--- src/inc/flash_sec_defs.svh ---
// register offsets, field positions and constants of the flash security block
`ifndef FLASH_SEC_DEFS_SVH
`define FLASH_SEC_DEFS_SVH

`define OFS_OPTION      8'h00
`define OFS_CONFIG      8'h04
`define OFS_PROTECT     8'h08
`define OFS_STATUS      8'h0C

`define OPT_KEY_EN      7
`define OPT_NORED       6
`define SEC_UNSECURED   2'h2

`define CFG_STEER       5
`define PROT_DIS        0
`define STAT_VIOL       0
`define STAT_SECURED    1

`define KEY_BASE_HI     13'h1FF6
`define KEY_COUNT       4'h8
`define PROT_PAGE_MASK  9'h1FF

`define RESP_OKAY       2'h0
`define RESP_SLVERR     2'h2

`endif

--- src/inc/flash_sec_pkg.sv ---
// types shared by the flash security block
package flash_sec_pkg;
	typedef enum logic {st_load, st_run} run_e;

	typedef struct packed {
		run_e        st;
		logic [7:0]  opt;
		logic [7:0]  prot;
		logic        steer;
		logic        viol;
		logic [3:0]  kidx;
		logic        kbad;
		logic        bvalid;
		logic [1:0]  bresp;
		logic        rvalid;
		logic [31:0] rdata;
		logic [1:0]  rresp;
		logic        pstart;
		logic [15:0] paddr;
		logic [7:0]  pdata;
		logic        cacc;
		logic        cref;
	} sec_s;

	typedef struct packed {
		logic [7:0] b;
	} slot_s;
endpackage : flash_sec_pkg

--- src/hdl/flash_security_protection.sv ---
// flash security, backdoor key and block protection control with axi4-lite
//
// Decided for this implementation: the AXI4-Lite slave port and the register offsets.
`timescale 1ns/1ps
`default_nettype none
`include "flash_sec_defs.svh"
module flash_security_protection (
	input  wire logic                 clock,
	input  wire logic                 nrst,
	input  wire logic [7:0]           awaddr,
	input  wire logic                 awvalid,
	output logic                      awready,
	input  wire logic [31:0]          wdata,
	input  wire logic [3:0]           wstrb,
	input  wire logic                 wvalid,
	output logic                      wready,
	output logic [1:0]                bresp,
	output logic                      bvalid,
	input  wire logic                 bready,
	input  wire logic [7:0]           araddr,
	input  wire logic                 arvalid,
	output logic                      arready,
	output logic [31:0]               rdata,
	output logic [1:0]                rresp,
	output logic                      rvalid,
	input  wire logic                 rready,
	input  wire logic                 debug_source,
	input  wire logic [7:0]           nv_option,
	input  wire logic [7:0]           nv_protect,
	input  wire logic [63:0]          nv_key,
	input  wire logic                 kw_valid,
	input  wire logic [15:0]          kw_addr,
	input  wire logic [7:0]           kw_data,
	input  wire logic                 kw_from_debug,
	output logic                      prog_start,
	output logic [15:0]               prog_addr,
	output logic [7:0]                prog_data,
	input  wire logic                 cmd_valid,
	input  wire logic [15:0]          cmd_addr,
	output logic                      cmd_accept,
	output logic                      cmd_refused,
	input  wire logic                 blank_done,
	input  wire logic                 blank_erased,
	input  wire logic                 unsecured_req,
	output logic                      access_block,
	output logic                      secured,
	output logic                      vector_redirect_en,
	output logic                      protection_violation_flag
);
	import flash_sec_pkg::*;

	sec_s s_q;
	sec_s s_d;

	logic [7:0]  key_we;
	logic [7:0]  key_eq;
	logic        all_match;
	logic        wr_fire;
	logic        rd_fire;
	logic        in_key_range;
	logic        key_close;
	logic        key_open;
	logic        prot_hit;
	logic        unlock_key;
	logic        unlock_blank;
	logic [31:0] rd_word;
	logic [1:0]  rd_resp;
	logic [7:0]  cfg_rd;
	logic [7:0]  stat_rd;

	// entered key bytes, one slot per byte, first byte in the low lane
	genvar gi;
	generate
		for (gi = 0; gi < 8; gi = gi + 1) begin : g_key
			key_byte_slot u_slot (
				.clock  (clock),
				.nrst   (nrst),
				.load   (key_we[gi]),
				.din    (kw_data),
				.stored (nv_key[gi*8 +: 8]),
				.match  (key_eq[gi])
			);
		end
	endgenerate

	assign all_match = &key_eq;

	always_comb begin
		wr_fire = awvalid & wvalid & ~s_q.bvalid & (s_q.st == st_run);
		rd_fire = arvalid & ~s_q.rvalid & (s_q.st == st_run);
		in_key_range = (kw_addr[15:3] == `KEY_BASE_HI);
		key_open = wr_fire & wstrb[0] & (awaddr == `OFS_CONFIG)
			& ~s_q.steer & wdata[`CFG_STEER];
		key_close = wr_fire & wstrb[0] & (awaddr == `OFS_CONFIG)
			& s_q.steer & ~wdata[`CFG_STEER];
		// protected area lies above the last unprotected page
		prot_hit = ~s_q.prot[`PROT_DIS]
			& (cmd_addr > {s_q.prot[7:1], `PROT_PAGE_MASK});
		unlock_key = key_close & s_q.opt[`OPT_KEY_EN] & ~s_q.kbad
			& (s_q.kidx == `KEY_COUNT) & all_match;
		unlock_blank = blank_done & blank_erased & (s_q.st == st_run);
	end

	assign awready = wr_fire;
	assign wready  = wr_fire;
	assign arready = rd_fire;

	always_comb begin
		cfg_rd = 8'h00;
		cfg_rd[`CFG_STEER] = s_q.steer;
		stat_rd = 8'h00;
		stat_rd[`STAT_VIOL] = s_q.viol;
		stat_rd[`STAT_SECURED] = secured;
		rd_resp = `RESP_OKAY;
		case (araddr)
			`OFS_OPTION: begin
				rd_word = {24'h000000, s_q.opt};
			end
			`OFS_CONFIG: begin
				rd_word = {24'h000000, cfg_rd};
			end
			`OFS_PROTECT: begin
				rd_word = {24'h000000, s_q.prot};
			end
			`OFS_STATUS: begin
				rd_word = {24'h000000, stat_rd};
			end
			default: begin
				rd_word = 32'h00000000;
				rd_resp = `RESP_SLVERR;
			end
		endcase
	end

	always_comb begin
		s_d = s_q;
		key_we = 8'h00;
		s_d.pstart = 1'b0;
		s_d.cacc = 1'b0;
		s_d.cref = 1'b0;
		case (s_q.st)
			st_load: begin
				s_d.opt = nv_option;
				s_d.prot = nv_protect;
				s_d.st = st_run;
			end
			st_run: begin
				if (s_q.bvalid && bready) begin
					s_d.bvalid = 1'b0;
				end
				if (s_q.rvalid && rready) begin
					s_d.rvalid = 1'b0;
				end
				if (rd_fire) begin
					s_d.rvalid = 1'b1;
					s_d.rdata = rd_word;
					s_d.rresp = rd_resp;
				end
				if (wr_fire) begin
					s_d.bvalid = 1'b1;
					s_d.bresp = `RESP_OKAY;
					case (awaddr)
						`OFS_OPTION: begin
							// read only; reset loads the value and an unlock sets bits 1:0
							s_d.bresp = `RESP_OKAY;
						end
						`OFS_CONFIG: begin
							if (wstrb[0]) begin
								s_d.steer = wdata[`CFG_STEER];
							end
						end
						`OFS_PROTECT: begin
							// debug only, tighten only, frozen when disabled
							if (wstrb[0] && debug_source
								&& !s_q.prot[`PROT_DIS]
								&& (wdata[7:1] < s_q.prot[7:1])) begin
								s_d.prot[7:1] = wdata[7:1];
							end
						end
						`OFS_STATUS: begin
							if (wstrb[0] && wdata[`STAT_VIOL]) begin
								s_d.viol = 1'b0;
							end
						end
						default: begin
							s_d.bresp = `RESP_SLVERR;
						end
					endcase
				end
				if (key_open) begin
					s_d.kidx = 4'h0;
					s_d.kbad = 1'b0;
				end
				if (kw_valid) begin
					if (s_q.steer && in_key_range) begin
						if (kw_from_debug || s_q.kidx[3]
							|| (kw_addr[2:0] != s_q.kidx[2:0])) begin
							s_d.kbad = 1'b1;
						end else begin
							key_we[s_q.kidx[2:0]] = 1'b1;
							s_d.kidx = s_q.kidx + 4'h1;
						end
					end else begin
						s_d.pstart = 1'b1;
						s_d.paddr = kw_addr;
						s_d.pdata = kw_data;
					end
				end
				if (cmd_valid) begin
					if (prot_hit) begin
						s_d.cref = 1'b1;
						s_d.viol = 1'b1;
					end else begin
						s_d.cacc = 1'b1;
					end
				end
				if (unlock_key || unlock_blank) begin
					s_d.opt[1:0] = `SEC_UNSECURED;
				end
			end
			default: begin
				s_d.st = st_load;
			end
		endcase
	end

	always_ff @(posedge clock or negedge nrst) begin
		if (!nrst) begin
			s_q <= '0;
		end else begin
			s_q <= s_d;
		end
	end

	assign secured = (s_q.opt[1:0] != `SEC_UNSECURED);
	assign access_block = secured & unsecured_req;
	assign vector_redirect_en = ~s_q.opt[`OPT_NORED];
	assign protection_violation_flag = s_q.viol;
	assign bvalid = s_q.bvalid;
	assign bresp = s_q.bresp;
	assign rvalid = s_q.rvalid;
	assign rdata = s_q.rdata;
	assign rresp = s_q.rresp;
	assign prog_start = s_q.pstart;
	assign prog_addr = s_q.paddr;
	assign prog_data = s_q.pdata;
	assign cmd_accept = s_q.cacc;
	assign cmd_refused = s_q.cref;
endmodule : flash_security_protection
`default_nettype wire

--- src/hdl/key_byte_slot.sv ---
// one byte of the entered backdoor key and its match against the stored byte
`timescale 1ns/1ps
`default_nettype none
module key_byte_slot (
	input  wire logic       clock,
	input  wire logic       nrst,
	input  wire logic       load,
	input  wire logic [7:0] din,
	input  wire logic [7:0] stored,
	output logic            match
);
	import flash_sec_pkg::*;

	slot_s s_q;
	slot_s s_d;

	always_comb begin
		s_d = s_q;
		if (load) begin
			s_d.b = din;
		end
	end

	always_ff @(posedge clock or negedge nrst) begin
		if (!nrst) begin
			s_q <= '0;
		end else begin
			s_q <= s_d;
		end
	end

	assign match = (s_q.b == stored);
endmodule : key_byte_slot
`default_nettype wire

--- config.mk ---
export PLATFORM = sky130hd
export DESIGN_NAME = flash_security_protection
export DESIGN_NICKNAME = d
export VERILOG_FILES = /design/src/inc/flash_sec_pkg.sv /design/src/hdl/flash_security_protection.sv /design/src/hdl/key_byte_slot.sv
export VERILOG_INCLUDE_DIRS = /design/src /design/src/inc
export SDC_FILE = /design/constraint.sdc
export NUM_CORES = 1
export LEC_CHECK = 0
export ABC_AREA = 1
export ABC_CLOCK_PERIOD_IN_PS = 2990
export BUFFER_PORTS_ARGS = -buffer_cell sky130_fd_sc_hd__buf_2
export CAP_MARGIN = 10
export CELL_PAD_IN_SITES_DETAIL_PLACEMENT = 0
export CELL_PAD_IN_SITES_GLOBAL_PLACEMENT = 1
export CORE_ASPECT_RATIO = 1.4
export CORE_UTILIZATION = 37
export CTS_BUF_LIST = sky130_fd_sc_hd__clkbuf_4 sky130_fd_sc_hd__clkbuf_8
export DETAILED_ROUTE_END_ITERATION = 6
export PLACE_DENSITY = 0.8
export SYNTH_ARGS = -nofsm -noshare
export SYNTH_HDL_FRONTEND = slang
export SYNTH_SLANG_ARGS = --single-unit
export TNS_END_PERCENT = 5
--- constraint.sdc ---
create_clock -name clock -period 2.99 [get_ports clock]
set_input_delay 0.1495 -clock clock [delete_from_list [all_inputs] [get_ports clock]]
set_output_delay 0.1495 -clock clock [all_outputs]
set_load 0.01 [all_outputs]
# Word-level counts from Yosys, hierarchy flattened
# Index checks and enable logic that the tools add are counted.
# word_totals
elab_cells	142
reg_bits	129
# classes
addsub	1
muxes	34
n_bitwise	28
eq_ne	22
n_reduce_logical	26
order_cmp	4
# op_table
operator	count
$eq 8x8->1	8
$mux 25	2
$mux 35	1
$eq 8x4->1 const B	4
$mux 8	4
$pmux 8 s4	1
$mux 27	1
$mux 7	3
$and 1x1->1	19
$pmux 9 s2	1
$eq 8x3->1 const B	2
$gt 16x16->1	1
$logic_not 8->1	2
$mux 5	3
$eq 13x13->1 const B	1
$mux 1	11
$not 1->1	9
$logic_and 1x1->1	8
$mux 2	4
$reduce_and 2->1	4
$reduce_and 8->1	1
$reduce_or 4->1	2
$lt 7x7->1	1
$ne 2x1->1 const B	3
14 further kinds	19

# Logic depth before layout (Yosys ltp)
# depth
ltp_word	14
ltp_mapped	13

# Cells and area by module
# A second synthesis with hierarchy kept.
# hier_totals
cells_unflattened	1100
hier_area_um2	7641.1
# by_module_without_submodules
mod	cells_per_inst	area_per_inst_um2	n_inst
flash_security_protection	524	3977.6	1
key_byte_slot	72	457.9	8

# Worst setup path after synthesis
# No wires, ideal clock.
# synth_path
kind	register -> register
startpoint	register s_q[66] in the netlist's numbering
endpoint	register g_key[1].u_slot.s_q[0] in the netlist's numbering
t_arrival_ps	1649
setup_slack_ps	1223
path_stages_with_launch	9
synth_period_minus_slack_ps	1767
n_path_buf	0
setup_time_ps	118
path_cell_list	dfrtp_1 -> inv_2 -> nor2_1 -> nor3_2 -> nand4_2 -> nor3_4 -> nand2_1 -> nand2_1 -> nand2_1
# synth_between
elab_chain_cells	8
elab_cells_between_ends	11
classes_between	2 x order compare; 1 x eq/ne; 6 x mux; 2 x reduce/logical
# synth_rtl
element	line	text
start: declaration	flash_security_protection.sv:52	sec_s s_q;
start signal: assignment	flash_security_protection.sv:229	s_q <= '0;
start signal: assignment	flash_security_protection.sv:231	s_q <= s_d;
$lt 3x4->1 (not written as such) or $ge 3x1->1 (tied branches)	flash_security_protection.sv:200	key_we[s_q.kidx[2:0]] = 1'b1;
$logic_and 1x1->1 (not written as such)	flash_security_protection.sv:200	
$mux 1 (not written as such)	flash_security_protection.sv:200	
$demux 1 s3	flash_security_protection.sv:200	
$mux 8 *	flash_security_protection.sv:196	if (kw_from_debug || s_q.kidx[3]
$mux 8 *	flash_security_protection.sv:195	if (s_q.steer && in_key_range) begin
$mux 8 *	flash_security_protection.sv:194	if (kw_valid) begin
$mux 8 *	flash_security_protection.sv:141	case (s_q.st)
end signal: assignment	key_byte_slot.sv:26	s_q <= '0;
end signal: assignment	key_byte_slot.sv:28	s_q <= s_d;
end: declaration	key_byte_slot.sv:14	slot_s s_q;
# Mark *: on every way between the ends. The rest lies on a longest branch, timed or not.
# A chain may end at the register's enable or synchronous reset.

# Final worst setup path
# layout_path
startpoint	register s_q (netlist bit cfg_rd[5])
endpoint	register g_key[5].u_slot.s_q[4] in the netlist's numbering
# layout_between
elab_chain_cells	4
# layout_rtl
element	line
$logic_and 1x1->1	flash_security_protection.sv:195
$mux 8	flash_security_protection.sv:195
$mux 8	flash_security_protection.sv:194
$mux 8	flash_security_protection.sv:141
end signal: assignment	key_byte_slot.sv:26
end signal: assignment	key_byte_slot.sv:28
end: declaration	key_byte_slot.sv:14
# No other way between the ends.

==> impl_metrics.yaml <==
synthesis:
  syn_avg_cell_area_um2: 7.37
  async_reset_ff_share_pct: 100
  synth_xor_area_share_pct: 3.94
  syn_area_um2: 7330
  synth_top_family_by_area: "simple AND/OR/NAND/NOR gates"
  synth-edff-count: 0
  synth-compound-area-share_pct: 4.87
  synthFlopType: "dfrtp_1"
  ys_types: 37
  synth_seq_cells: 127
  synth_mux_area_share_pct: 0
  synth_warnings: 0
  yosys.area_share.simple_pct: 32.0
  synth_fa_ha_area_share_pct: 2.56
  yosysSeqAreaShare_pct: 43.4
  netlist_instances: 994
sta:
  finalHoldViolations: 0
  tightest_slew_ps: 777
  finalCriticalPeriod_ps: 2130
  tns_ps: 0
  finalMaxSlewViolations: 0
  timing.fmax_mhz: 470
  fin_skew_ps: 8.46
  holdWs_ps: 28.9
  period_share_pct: 71.1
  setup_ws_ps: 863
  rsz0062_at_grt: "false"
  finalSetupViolCount: 0
  relSlewSlack_pct: 48.1
cts:
  cts_setup_buffers: 0
  clk-insertion-delay-late_ps: 430
  cts_buffer_depth: 2
  numCtsBuffers: 17
  clkTransAtPathRegs_ps: 80
  holdBufCountCts: 35
  numClockSinks: 127
  cts.repair.resized: 0
  htreeDepth: 4
  cts_tree: "built"
  cts-root-buf: "clkbuf_8"
global_route:
  grt_antenna_before_repair: 0
  grt_max_degree: 69
  grt_pass1_wl_um: 30900
  grt-ovfl-total: 0
  grt_pass1_vias: 6123
  grt_use_total_pct: 19.9
placed_design:
  gp_congestion: 0.775
  dpl.cell_count: 1395
  port_buffers: 204
  dp_hpwl_um: 14900
  dpl_cell_area_um2: 8290
  place_ws_ps: 763
hold_path:
  min_to: "s_q[77]"
  whs_path_depth: 5
  hold_class: "in2reg"
  min_from: "nv_protect[5]"
run:
  cap_violations: 0
floorplanning:
  ioPinCount: 258
  fp.dieW_um: 121
  core_area_um2: 19300
  die_y_um: 169
  start_util_pct: 38.0
  die_area_um2: 20400
  num_rows: 60
worst_setup_path:
  startpoint_type: "flip-flop"
  cp.arrival_ps: 2460
  r2r_setup_slack_ps: 860
  r2r_start: "cfg_rd[5]"
  crit_fanout: 8
  required_ps: 3320
  crit_start: "cfg_rd[5]"
  r2r_end: "g_key[5].u_slot.s_q[4]"
  r2r_cells: 9
  end_kind: "flip-flop"
  path_class: "reg2reg"
finish:
  nets: 1402
  drive_gt1_share_pct: 21.9
  syn2layout_area_growth_pct: 24.0
  fin_cells: 1462
  final_common_cell: "nand2_1"
  final_core_util_pct: 47.1
  stdcell_area_um2: 9090
  final_cell_mix: "366 x nand2_1, 203 x buf_2, 127 x dfrtp_1"
  fillers: 2030
  multi_input_area_um2: 3280
  antennaDiodeCount: 0
  seq_area_um2: 3180
routing:
  vias_per_cell: 4.53
  ant_nets: 0
  drt_pass1_iterations: 4
  drt_iter0_drc: 279
  routed_wl_um: 19700
  drc: 0
  vias: 6617
  wl_per_cell_um: 13.5
power:
  vdd_drop_max_v: 0.000247
  power-per-cell-area_nw_per_um2: 463
  power_mw: 4.21
  power_leakage_nw: 5.01
status:
  outcome: "finished, final reports clean"
[cell families after synthesis]
| logic type | after synthesis |
|---|---|
| other cells | 2 |
| simple gates | 562 |
| buf+inv | 192 |
| flops | 127 |
| xor+xnor | 33 |
| compound gates | 63 |
| fa+ha+maj | 15 |
[cell usage after synthesis, types with 6 or more instances]
cell type | n | share of area (%)
buf_4 | 64 | 6.6
o21ai_1 | 8 | 0.55
nor2_1 | 88 | 4.5
clkbuf_1 | 19 | 0.97
inv_1 | 97 | 5.0
nand2_1 | 366 | 19
o21ai_0 | 27 | 1.8
xnor2_1 | 28 | 3.3
dfrtp_1 | 127 | 43
nand4_1 | 12 | 1.0
nand3_1 | 72 | 4.9
ha_1 | 15 | 2.6
a21oi_1 | 12 | 0.82
nor4_1 | 6 | 0.51
[worst max-delay path, stage by stage (launching register included)]
cell,delay [ps]
dfrtp_1,340
inv_2,60
nor2_1,150
nand3b_1,120
nor3_2,290
nand3_2,220
nor3_4,350
nand2_1,300
nand2_1,130
nand2_1,60
[layer usage]
layer	GRT usage, %	share of wire, %	up-vias
met5	0	0	-
met4	6.12	1.5	0
met2	35.6	52	192
met1	23.8	42	2989
li1	-	-	3422
met3	3.77	4.7	14
[sequential cells by signal (all words and copies together) (netlist names)]
signal / cells
g_key.u_slot.s_q: 64
cmd_accept: 1
bresp: 1
prog_start: 1
cmd_refused: 1
protection_violation_flag: 1
bvalid: 1
prog_data: 8
s_q: 22
cfg_rd: 1
rdata: 8
rvalid: 1
rresp: 1
prog_addr: 16
[layout make-up]
| type | count | share of cell area [%] |
|---|---|---|
| well taps | 248 | 3.41 |
| inverters | 103 | 4.25 |
| multi-input cells | 700 | 36.0 |
| flip-flops and latches | 127 | 35.0 |
| repair buffers | 252 | 16.4 |
| clock inverters | 10 | 1.75 |
| clock buffers | 22 | 3.19 |
[how the worst max path moves through the flow]
stage | cells past startpoint | slack [ps] | to
floorplan | 8 | 1220 | g_key[1].u_slot.s_q[0]
global route | 9 | 620 | g_key[2].u_slot.s_q[2]
finish | 9 | 860 | g_key[5].u_slot.s_q[4]
detailed placement | 7 | 760 | s_q[81]
CTS | 7 | 750 | s_q[81]
global placement | 9 | 780 | g_key[5].u_slot.s_q[2]
[report_power, final]
group	total [mW]	internal [mW]	switching, mW	leakage, nW
clock	1.69	0.991	0.696	0.226
sequential	1.84	1.79	0.0497	1.64
combinational	0.677	0.269	0.407	3.15
total	4.21	3.06	1.15	5.01
No activity file was read; power rests on OpenSTA's default activity.
